===== config.mk =====
export PLATFORM = sky130hd
export DESIGN_NAME = hptt_top
export DESIGN_NICKNAME = d
export VERILOG_FILES = /design/src/logic/hptt_top.v /design/src/logic/hptt_state_mem.v /design/src/logic/hptt_fcs.v
export VERILOG_INCLUDE_DIRS = /design/src /design/src/logic
export SDC_FILE = /design/constraint.sdc
export NUM_CORES = 1
export LEC_CHECK = 0
export BUFFER_PORTS_ARGS = -buffer_cell sky130_fd_sc_hd__buf_4
export CORE_UTILIZATION = 60
export CTS_CLUSTER_SIZE = 20
export DETAILED_ROUTE_END_ITERATION = 7
export GPL_TIMING_DRIVEN = 0
export PLACE_DENSITY = 0.82
export SETUP_SLACK_MARGIN = 0.1
export SYNTH_ARGS = -nofsm -noshare
export SYNTH_HDL_FRONTEND = slang
export SYNTH_HIERARCHICAL = 1
export SYNTH_SLANG_ARGS = --single-unit

===== constraint.sdc =====
create_clock -name clk_i -period 6.7 [get_ports clk_i]
set_input_delay 1.34 -clock clk_i [delete_from_list [all_inputs] [get_ports clk_i]]
set_output_delay 1.34 -clock clk_i [all_outputs]
set_load 0.01 [all_outputs]

===== src/logic/hptt_regs.vh =====
// Register offsets, field positions, reset values and timing counts for the host port tail tag block
`ifndef HPTT_REGS_VH
`define HPTT_REGS_VH

// ----------------------------------------------------------------------------
// Register byte offsets
// ----------------------------------------------------------------------------
`define HPTT_OFF_CTRL 8'h00
`define HPTT_OFF_FLUSH 8'h04
`define HPTT_OFF_STATUS 8'h08
`define HPTT_OFF_TREE_BASE 8'h40

// ----------------------------------------------------------------------------
// Control register fields
// ----------------------------------------------------------------------------
`define HPTT_CTRL_TAGEN_LSB 0
`define HPTT_CTRL_HOST_LSB 8
`define HPTT_CTRL_TS_BIT 16
`define HPTT_CTRL_RST 32'h0000_0000

// ----------------------------------------------------------------------------
// Per tree port state word: one bit triple per port
// ----------------------------------------------------------------------------
`define HPTT_ST_TX 0
`define HPTT_ST_RX 1
`define HPTT_ST_LDIS 2
`define HPTT_ST_RST 3'h4

// ----------------------------------------------------------------------------
// Tag layouts, frame tail byte counts and flush length
// ----------------------------------------------------------------------------
`define HPTT_ITAG_TS 7
`define HPTT_ETAG_LOOKUP 10
`define HPTT_ETAG_OVR 9
`define HPTT_ETAG_PRI_LSB 7
`define HPTT_FCS_BYTES 4
`define HPTT_TS_BYTES 4
`define HPTT_FLUSH_CYCLES 4'h8

`endif


===== src/logic/hptt_top.v =====
// Spanning tree gating and host port tail tag insertion and removal
//
// Notes on behaviour
// RQ1: Tx, rx off and learning disabled means discarding: no traffic, no learning.
// RQ2: Discarding ports still deliver override static matches to the host.
// RQ3: Learning disabled allows a rapid flush of that port's table entries.
// RQ4: Tx, rx off with learning enabled: learn, only host traffic passes.
// RQ5: Tx, rx on with learning enabled: forward normally and learn.
// RQ6: Host sends nothing to discarding ports and drops override matches from them.
// RQ7: Host loads override static entries, e.g. BPDUs, for learning/forwarding ports.
// RQ8: Entries carry a 3-bit tree index; each port keeps state per tree.
// RQ9: Tail tag sits after payload, right before the 4-byte FCS.
// RQ10: Frames to the host port get exactly one ingress tag byte.
// RQ11: Tag bits 2:0 code ingress port, port 1 as 000 to port 7 as 110.
// RQ12: Tag bit 7 marks an inserted receive timestamp; bits 6:3 reserved zero.
// RQ13: Host appends a two-byte tag to each frame; bits 15:11 reserved.
// RQ14: The two-byte host tag is stripped before any egress transmission.
// RQ15: Lookup bit 10 set: ignore bits 9:0, use normal lookup.
// RQ16: Lookup clear: bits 6:0 forward mask ports 7..1, bits 8:7 queue.
// RQ17: Bit 9 set sends on selected ports despite tree transmit blocking.
// RQ18: Tagging applies on the host port only.
// RQ19: Exactly one port may enable tagging; off after reset.
// RQ20: FCS is recomputed after tag insertion or removal; here only after insertion, removal drops the host FCS without a new one.
//
// Register access over Wishbone and the address map were decided locally.
`timescale 1ns/1ns
`default_nettype none
`include "hptt_regs.vh"

module hptt_top (
  input wire clk_i,
  input wire rst_i,
  // Wishbone classic slave
  input wire wb_cyc_i,
  input wire wb_stb_i,
  input wire wb_we_i,
  input wire [7:0] wb_adr_i,
  input wire [3:0] wb_sel_i,
  input wire [31:0] wb_dat_i,
  output reg [31:0] wb_dat_o,
  output reg wb_ack_o,
  // Per frame classification query from the fabric
  input wire cls_req_i,
  input wire [2:0] cls_port_i,
  input wire [2:0] cls_tree_i,
  input wire cls_to_host_i,
  input wire cls_from_host_i,
  input wire cls_ovr_match_i,
  output reg cls_done_o,
  output reg cls_fwd_o,
  output reg cls_learn_o,
  // Flush request to the lookup tables
  output reg flush_o,
  output reg [2:0] flush_port_o,
  // To-host stream: fabric bytes in, framed bytes out to the host MAC
  input wire th_valid_i,
  input wire [7:0] th_data_i,
  input wire th_last_i,
  input wire [2:0] th_port_i,
  input wire th_ts_i,
  output wire th_ready_o,
  output reg th_valid_o,
  output reg [7:0] th_data_o,
  output reg th_last_o,
  // From-host stream: host bytes in (with FCS), tag decoded and stripped
  input wire fh_valid_i,
  input wire [7:0] fh_data_i,
  input wire fh_last_i,
  output reg fh_valid_o,
  output reg [7:0] fh_data_o,
  output reg fh_last_o,
  output reg fh_tag_valid_o,
  output reg fh_lookup_o,
  output reg [6:0] fh_mask_o,
  output reg [1:0] fh_queue_o,
  output reg fh_override_o
);

  // ----------------------------------------------------------------------------
  // Register file
  // ----------------------------------------------------------------------------
  reg [7:0] tagen_r;
  reg ts_en_r;
  reg [31:0] ctrl_rd;
  wire [2:0] host_port;
  wire host_ok;
  wire wb_req;
  wire tree_hit;
  wire [2:0] st_rdata;
  reg [5:0] st_raddr;
  reg [3:0] flush_cnt_r;
  reg rd_wait_r;

  function [3:0] ones8;
    input [7:0] v;
    integer k;
    begin
      ones8 = 4'h0;
      for (k = 0; k < 8; k = k + 1) begin
        ones8 = ones8 + {3'h0, v[k]};
      end
    end
  endfunction

  function [2:0] low_idx;
    input [7:0] v;
    integer k;
    begin
      low_idx = 3'h0;
      for (k = 7; k >= 0; k = k - 1) begin
        if (v[k]) begin
          low_idx = k[2:0];
        end
      end
    end
  endfunction

  // Host port valid only when exactly one port enables tagging
  assign host_ok = (ones8(tagen_r) == 4'h1); // RQ19
  assign host_port = low_idx(tagen_r);
  assign wb_req = wb_cyc_i && wb_stb_i && !wb_ack_o;
  assign tree_hit = (wb_adr_i[7:6] == 2'b01);

  always @* begin
    ctrl_rd = 32'h0000_0000;
    ctrl_rd[`HPTT_CTRL_TAGEN_LSB +: 8] = tagen_r;
    ctrl_rd[`HPTT_CTRL_HOST_LSB +: 3] = host_port;
    ctrl_rd[`HPTT_CTRL_HOST_LSB + 3] = host_ok;
    ctrl_rd[`HPTT_CTRL_TS_BIT] = ts_en_r;
  end

  // Tree state reads take one extra cycle through the memory register
  always @(posedge clk_i) begin
    if (rst_i) begin
      tagen_r <= 8'h00; // RQ19
      ts_en_r <= 1'b0;
      wb_ack_o <= 1'b0;
      wb_dat_o <= 32'h0000_0000;
      rd_wait_r <= 1'b0;
    end else begin
      wb_ack_o <= 1'b0;
      if (rd_wait_r) begin
        rd_wait_r <= 1'b0;
        wb_ack_o <= 1'b1;
        wb_dat_o <= {29'h0, st_rdata};
      end else if (wb_req) begin
        if (tree_hit && !wb_we_i) begin
          rd_wait_r <= 1'b1;
        end else begin
          wb_ack_o <= 1'b1;
          wb_dat_o <= 32'h0000_0000;
          case (wb_adr_i)
            `HPTT_OFF_CTRL: begin
              if (wb_we_i) begin
                if (wb_sel_i[0]) begin
                  tagen_r <= wb_dat_i[7:0];
                end
                if (wb_sel_i[2]) begin
                  ts_en_r <= wb_dat_i[`HPTT_CTRL_TS_BIT];
                end
              end else begin
                wb_dat_o <= ctrl_rd;
              end
            end
            `HPTT_OFF_STATUS: begin
              wb_dat_o <= {27'h0, flush_o, flush_cnt_r};
            end
            default: begin
              wb_dat_o <= 32'h0000_0000;
            end
          endcase
        end
      end
    end
  end

  // ----------------------------------------------------------------------------
  // Tree state memory, shared by bus and classifier
  // ----------------------------------------------------------------------------
  wire st_we;
  wire [5:0] st_baddr;
  // Only trees 0 and 1 fit the 8-bit bus window
  assign st_baddr = {2'b00, wb_adr_i[5:2]};
  assign st_we = wb_req && wb_we_i && tree_hit && wb_sel_i[0] && !rd_wait_r;

  always @* begin
    if (rd_wait_r || (wb_req && tree_hit)) begin
      st_raddr = st_baddr;
    end else begin
      st_raddr = {cls_tree_i, cls_port_i}; // RQ8
    end
  end

  hptt_state_mem u_mem (
    .clk_i(clk_i),
    .rst_i(rst_i),
    .we_i(st_we),
    .waddr_i(st_baddr),
    .wdata_i(wb_dat_i[2:0]),
    .raddr_i(st_raddr),
    .rdata_o(st_rdata)
  );

  // ----------------------------------------------------------------------------
  // Flush: a write to FLUSH, or learning being disabled by a state write
  // ----------------------------------------------------------------------------
  always @(posedge clk_i) begin
    if (rst_i) begin
      flush_o <= 1'b0;
      flush_port_o <= 3'h0;
      flush_cnt_r <= 4'h0;
    end else if (flush_cnt_r != 4'h0) begin
      flush_cnt_r <= flush_cnt_r - 4'h1;
      flush_o <= (flush_cnt_r != 4'h1);
    end else if (wb_req && wb_we_i && !rd_wait_r &&
                 ((wb_adr_i == `HPTT_OFF_FLUSH) || (st_we && wb_dat_i[`HPTT_ST_LDIS]))) begin
      flush_o <= 1'b1; // RQ3
      flush_port_o <= (wb_adr_i == `HPTT_OFF_FLUSH) ? wb_dat_i[2:0] : wb_adr_i[4:2];
      flush_cnt_r <= `HPTT_FLUSH_CYCLES;
    end
  end

  // ----------------------------------------------------------------------------
  // Classifier: answer two cycles after a request made outside a bus tree access (memory latency)
  // ----------------------------------------------------------------------------
  reg cls_p_r;
  reg [2:0] cls_port_r;
  reg cls_th_r;
  reg cls_fh_r;
  reg cls_ovr_r;
  wire st_tx;
  wire st_rx;
  wire st_learn;

  assign st_tx = st_rdata[`HPTT_ST_TX];
  assign st_rx = st_rdata[`HPTT_ST_RX];
  assign st_learn = !st_rdata[`HPTT_ST_LDIS];

  always @(posedge clk_i) begin
    if (rst_i) begin
      cls_p_r <= 1'b0;
      cls_port_r <= 3'h0;
      cls_th_r <= 1'b0;
      cls_fh_r <= 1'b0;
      cls_ovr_r <= 1'b0;
      cls_done_o <= 1'b0;
      cls_fwd_o <= 1'b0;
      cls_learn_o <= 1'b0;
    end else begin
      cls_p_r <= cls_req_i && !(wb_req && tree_hit) && !rd_wait_r;
      cls_port_r <= cls_port_i;
      cls_th_r <= cls_to_host_i;
      cls_fh_r <= cls_from_host_i;
      cls_ovr_r <= cls_ovr_match_i;
      cls_done_o <= cls_p_r;
      if (cls_p_r) begin
        // Host port itself is never gated by tree state
        if (host_ok && cls_port_r == host_port) begin
          cls_fwd_o <= 1'b1;
          cls_learn_o <= 1'b1;
        end else if (st_tx && st_rx) begin
          cls_fwd_o <= 1'b1; // RQ5
          cls_learn_o <= st_learn;
        end else if (st_learn) begin
          cls_fwd_o <= cls_th_r || cls_fh_r; // RQ4
          cls_learn_o <= 1'b1;
        end else begin
          cls_fwd_o <= cls_th_r && cls_ovr_r; // RQ1 RQ2
          cls_learn_o <= 1'b0; // RQ1
        end
      end
    end
  end

  // ----------------------------------------------------------------------------
  // To-host path: payload, optional timestamp, tag byte, fresh FCS
  // Incoming frame carries no FCS; timestamp bytes are part of its data.
  // ----------------------------------------------------------------------------
  localparam TH_DATA = 3'b001;
  localparam TH_TAG = 3'b010;
  localparam TH_FCS = 3'b100;
  reg [2:0] th_st_r;
  reg [7:0] th_tag_r;
  reg [1:0] th_fcnt_r;
  wire [31:0] th_fcs;
  wire th_take;
  wire th_crc_en;
  reg [7:0] th_byte;

  assign th_ready_o = (th_st_r == TH_DATA);
  assign th_take = th_valid_i && th_ready_o;

  always @* begin
    case (th_st_r)
      TH_TAG: th_byte = th_tag_r;
      default: th_byte = th_data_i;
    endcase
  end

  assign th_crc_en = th_take || (th_st_r == TH_TAG);

  hptt_fcs u_th_fcs (
    .clk_i(clk_i),
    .rst_i(rst_i),
    .clear_i(th_st_r == TH_FCS && th_fcnt_r == 2'h3),
    .en_i(th_crc_en),
    .data_i(th_byte),
    .fcs_o(th_fcs)
  );

  always @(posedge clk_i) begin
    if (rst_i) begin
      th_st_r <= TH_DATA;
      th_tag_r <= 8'h00;
      th_fcnt_r <= 2'h0;
      th_valid_o <= 1'b0;
      th_data_o <= 8'h00;
      th_last_o <= 1'b0;
    end else begin
      th_valid_o <= 1'b0;
      th_last_o <= 1'b0;
      case (th_st_r)
        TH_DATA: begin
          if (th_take) begin
            th_valid_o <= 1'b1;
            th_data_o <= th_data_i;
            if (th_last_i) begin
              if (host_ok) begin
                th_tag_r <= {th_ts_i && ts_en_r, 4'h0, th_port_i}; // RQ10 RQ11 RQ12
                th_st_r <= TH_TAG; // RQ9 RQ18
              end else begin
                th_st_r <= TH_FCS;
              end
              th_fcnt_r <= 2'h0;
            end
          end
        end
        TH_TAG: begin
          th_valid_o <= 1'b1;
          th_data_o <= th_tag_r;
          th_st_r <= TH_FCS;
        end
        TH_FCS: begin
          th_valid_o <= 1'b1;
          th_data_o <= th_fcs[8 * th_fcnt_r +: 8]; // RQ20
          th_fcnt_r <= th_fcnt_r + 2'h1;
          if (th_fcnt_r == 2'h3) begin
            th_last_o <= 1'b1;
            th_st_r <= TH_DATA;
          end
        end
        default: begin
          th_st_r <= TH_DATA;
        end
      endcase
    end
  end

  // ----------------------------------------------------------------------------
  // From-host path: hold last six bytes (tag + FCS), emit the rest, then decode
  // the tag and drop the host FCS; the egress MAC appends a new FCS.
  // ----------------------------------------------------------------------------
  reg [47:0] fh_sh_r;
  reg [2:0] fh_fill_r;
  wire [15:0] fh_tag;

  assign fh_tag = {fh_sh_r[15:8], fh_sh_r[7:0]} & 16'h07FF; // RQ13

  always @(posedge clk_i) begin
    if (rst_i) begin
      fh_sh_r <= 48'h0;
      fh_fill_r <= 3'h0;
      fh_valid_o <= 1'b0;
      fh_data_o <= 8'h00;
      fh_last_o <= 1'b0;
      fh_tag_valid_o <= 1'b0;
      fh_lookup_o <= 1'b0;
      fh_mask_o <= 7'h00;
      fh_queue_o <= 2'h0;
      fh_override_o <= 1'b0;
    end else begin
      fh_valid_o <= 1'b0;
      fh_last_o <= 1'b0;
      fh_tag_valid_o <= 1'b0;
      if (fh_valid_i) begin
        fh_sh_r <= {fh_data_i, fh_sh_r[47:8]};
        if (fh_fill_r == 3'h6) begin
          fh_valid_o <= 1'b1; // RQ14
          fh_data_o <= fh_sh_r[7:0];
        end else begin
          fh_fill_r <= fh_fill_r + 3'h1;
        end
        if (fh_last_i) begin
          fh_fill_r <= 3'h0;
          fh_last_o <= (fh_fill_r == 3'h6);
        end
      end
      if (fh_last_o || (fh_valid_i && fh_last_i && fh_fill_r != 3'h6)) begin
        fh_tag_valid_o <= host_ok; // RQ18
        fh_lookup_o <= fh_tag[`HPTT_ETAG_LOOKUP]; // RQ15
        fh_mask_o <= fh_tag[`HPTT_ETAG_LOOKUP] ? 7'h00 : fh_tag[6:0]; // RQ16
        fh_queue_o <= fh_tag[`HPTT_ETAG_LOOKUP] ? 2'h0 : fh_tag[`HPTT_ETAG_PRI_LSB +: 2];
        fh_override_o <= !fh_tag[`HPTT_ETAG_LOOKUP] && fh_tag[`HPTT_ETAG_OVR]; // RQ17
      end
    end
  end

endmodule

`default_nettype wire


===== src/logic/hptt_state_mem.v =====
// Per tree, per port spanning tree state memory with registered read data
`timescale 1ns/1ns
`default_nettype none
`include "hptt_regs.vh"

module hptt_state_mem (
  input wire clk_i,
  input wire rst_i,
  input wire we_i,
  input wire [5:0] waddr_i,
  input wire [2:0] wdata_i,
  input wire [5:0] raddr_i,
  output reg [2:0] rdata_o
);

  // 8 trees x 8 ports; index = {tree, port}
  reg [2:0] mem_r [0:63];
  reg [6:0] init_r;

  // ----------------------------------------------------------------------------
  // Reset walk: every entry starts discarding, one per cycle
  // ----------------------------------------------------------------------------
  always @(posedge clk_i) begin
    if (rst_i) begin
      init_r <= 7'h00;
    end else if (!init_r[6]) begin
      init_r <= init_r + 7'h01;
    end
  end

  always @(posedge clk_i) begin
    if (!init_r[6]) begin
      mem_r[init_r[5:0]] <= `HPTT_ST_RST;
    end else if (we_i) begin
      mem_r[waddr_i] <= wdata_i;
    end
  end

  always @(posedge clk_i) begin
    if (rst_i) begin
      rdata_o <= 3'h0;
    end else begin
      rdata_o <= mem_r[raddr_i];
    end
  end

endmodule

`default_nettype wire


===== src/logic/hptt_fcs.v =====
// Ethernet CRC-32 accumulator, one byte per cycle
`timescale 1ns/1ns
`default_nettype none

module hptt_fcs (
  input wire clk_i,
  input wire rst_i,
  input wire clear_i,
  input wire en_i,
  input wire [7:0] data_i,
  output wire [31:0] fcs_o
);

  reg [31:0] crc_r;

  function [31:0] crc_byte;
    input [31:0] c;
    input [7:0] d;
    integer k;
    reg [31:0] t;
    begin
      t = c;
      for (k = 0; k < 8; k = k + 1) begin
        if (t[0] ^ d[k]) begin
          t = (t >> 1) ^ 32'hEDB8_8320;
        end else begin
          t = t >> 1;
        end
      end
      crc_byte = t;
    end
  endfunction

  always @(posedge clk_i) begin
    if (rst_i || clear_i) begin
      crc_r <= 32'hFFFF_FFFF;
    end else if (en_i) begin
      crc_r <= crc_byte(crc_r, data_i);
    end
  end

  // Complemented, least significant byte goes on the wire first
  assign fcs_o = ~crc_r;

endmodule

`default_nettype wire


==> impl_metrics.csv <==
group,metric,value,unit
grt,overflow,0,
pwr,p_int,4.08,mW
finish,n_antenna_cell,0,
timing,period_minus_slack,4310,ps
status,status,"completed",
timing,setup_ws,2390,ps
floorplan,rows,60,
clock_tree,cts_made_buffers,38,
flow_run,cap_violations,0,
timing,fin_skew,13.3,ps
synth,async_flop_share,0,%
worst_setup_path,end_kind,"flip-flop",
floorplan,die_x,168,um
drt,drtIter0Drc,1264,
timing,clock.fmax,232,MHz
pwr,ir_drop,0.000313,V
synth,seq_area_frac_synth,56.5,%
timing,worstMarginPinSlew,870,ps
placement,place.detailed.hpwl,27100,um
synth,ys_ff_latch,368,
grt,antenna_found_initial,0,
clock_tree,post_cts_buffers,0,
drt,wirelength,39200,um
synth,synth_edf_count,192,
drt,drc_errors,0,
worst_setup_path,crit_fanout,9,
grt,first_global_vias,10842,
pwr,switching_share,24.8,%
min_path,hold_path_class,"flip-flop to flip-flop",
floorplan,die_h,168,um
drt,top_layer,"met4",
synth,synth_area_per_cell,12.7,um2
worst_setup_path,cp.arrival,4500,ps
drt,viasPerCell,5.99,
pwr,power.share.sequential,45.6,%
synth,syn_area,16400,um2
synth,synth_ff_type,"edfxtp_1",
finish,area.growth.synth_to_final,15.8,%
clock_tree,cts_buffer_depth,3,
worst_setup_path,critPathRequiredTime,6890,ps
synth,post-synth-top-count-cell,"edfxtp_1",
drt,drtAntennaViolNets,0,
drt,dr.pass1.iters,5,
timing,report.final.hold_viol_count,0,
grt,grt_first_pass_wirelength,61200,um
placement,post-place-ws,1990,ps
clock_tree,cts_resized,0,
synth,synth_top_area_share,35.1,%
synth,syn_inst,1299,
pwr,leakagePower,7.73,nW
timing,slew_headroom,41.6,%
synth,synth_common_cells,"edfxtp_1, nor2_1, dfxtp_1, nand2_1, mux2i_1",
worst_setup_path,slowest_delay,730,ps
floorplan,coreArea,26900,um2
timing,rsz0062_at_grt,"no",
worst_setup_path,cpMaxStageDelayCell,"nor3_1",
worst_setup_path,crit_chain,"buf_4, and3b_1, nand3_1, nor3_1, and2_1, buf_4, mux2i_2, nand2b_1, nand2b_1, nor2_1",
pwr,p_per_area,285,nW/um2
drt,m1WireLength,16000,um
grt,gr-usage-all-layers,28.5,%
clock_tree,cts_tree,"built",
clock_tree,clk_pin_slew_worst_paths,60,ps
finish,nets,1571,
worst_setup_path,critPathKind,"input pin to flip-flop",
timing,slew_viol_final,0,
drt,route.met3.wl,3230,um
clock_tree,hold_buffers,0,
synth,ys_warn_count,6,
floorplan,die-area,28100,um2
clock_tree,cts_max_level,2,
synth,synth_area_leaders,"edfxtp_1, dfxtp_1, mux4_2, mux2i_1, nor2_1",
placement,gp_congestion,0.919,
clock_tree,cts.sinks,368,
clock_tree,clk_latency,530,ps
pwr,clkPwrFrac,37.7,%
timing,setup_viol,0,
grt,grt_max_degree,57,
synth,yosys.area.top_type,"edfxtp_1",
timing,setup_tns,0,ps
drt,vias,11053,
clock_tree,root_buffer,"clkbuf_16",
pwr,combinationalPowerShare,16.8,%
synth,synthDistinctLibCells,82,
worst_setup_path,cp-start-kind,"input pin",
timing,period_share,64.3,%
floorplan,io_pins,156,
pwr,net-switching-power,1.35,mW
drt,wl_per_cell,21.2,um
placement,io_buffers,109,
drt,wl_met2,18500,um
finish,drive_gt1_share,20.1,%
floorplan,start_util,61.2,%
metrics by stage:
stage | hold WS, ps | utilization, % | instances | power [mW] | area (um2)
3_5_place_dp | 447 | 66.4 | 1778 | 3.42 | 17800
3_3_place_gp | 444 | 66.1 | 1775 | 3.40 | 17800
2_1_floorplan | 439 | - | 1325 | 3.22 | 16500
6_report | 457 | 70.8 | 1846 | 5.43 | 19000
4_1_cts | 455 | 70.8 | 1846 | 5.44 | 19000
5_1_grt | 472 | 70.8 | 1846 | 5.61 | 19000
layout make-up:
| class | count | area, um2 |
|---|---|---|
| Sequential cell | 368 | 9290 |
| Fill cell | 1811 | 7840 |
| Multi-Input combinational cell | 816 | 6570 |
| Clock buffer | 53 | 1050 |
| Timing Repair Buffer | 112 | 878 |
| Buffer | 84 | 464 |
| Tap cell | 341 | 427 |
| Inverter | 57 | 214 |
| Clock inverter | 15 | 149 |
routing by layer:
layer  up-vias  track usage, %
li1       5012               -
met1      5324            38.8
met2       596            45.7
met3       121            4.82
met4         0            11.8
met5         -               0
worst paths after layout:
kind	start	endpoint	slack (ps)	depth (start not counted)
worst min-delay path	fh_data_o[2]	fh_data_o[2]	460	2
worst min register to register	fh_data_o[2]	fh_data_o[2]	460	2
worst max-delay path	wb_stb_i	u_mem/mem_r[58][0]	2390	10
worst max register to register	tagen_r[0]	cls_learn_o	2460	13
cell families after synthesis:
| group | count (synthesis) | synth area share (%) |
|---|---|---|
| mux | 156 | 14.0 |
| other cells | 1 | 0.0228 |
| simple gates | 401 | 11.5 |
| buf+inv | 141 | 4.13 |
| xor+xnor | 66 | 6.40 |
| fa+ha+maj | 11 | 1.02 |
| flops | 368 | 56.5 |
| compound gates | 155 | 6.47 |
state kept, by name, summed over array words and instances, names as in the netlist, 3 cells and up:
name            count
flush_cnt_r         4
th_tag_r            4
wb_dat_o           13
u_mem/rdata_o       3
u_mem/mem_r       192
u_mem/init_r        7
fh_sh_r            48
cls_port_r          3
u_th_fcs/crc_r     32
fh_data_o           8
th_data_o           8
th_st_r             3
tagen_r             8
fh_mask_o           7
fh_fill_r           3
flush_port_o        3
critical path: cells and delay by family:
family	cells	cell delay, ps
buffers and inverters	2	240
multiplexers	1	460
AND/OR/NAND/NOR	7	2450
cell usage in the layout, fill, tap and decap left out, drive strengths merged, types with 12 or more instances in the layout:
cell      n
nor2    185
conb     27
nor3b    13
buf     151
edfxtp  192
nor2b    22
a22oi    12
nand2    90
mux2i    90
o211ai   32
nand3    13
xnor2    38
nor3     12
a21oi    39
nand2b   20
dfxtp   176
inv      58
clkbuf   98
o21ai    16
xnor3    21
mux4     57
power groups by stage:
stage	Clock, mW	Combinational [mW]	Sequential (mW)
2_1_floorplan	0	0.706	2.51
3_3_place_gp	0	0.877	2.52
3_5_place_dp	0	0.894	2.52
4_1_cts	2.07	0.903	2.47
5_1_grt	2.16	0.971	2.48
6_report	2.05	0.910	2.47
Note: power is estimated with default switching activity, not from simulation.
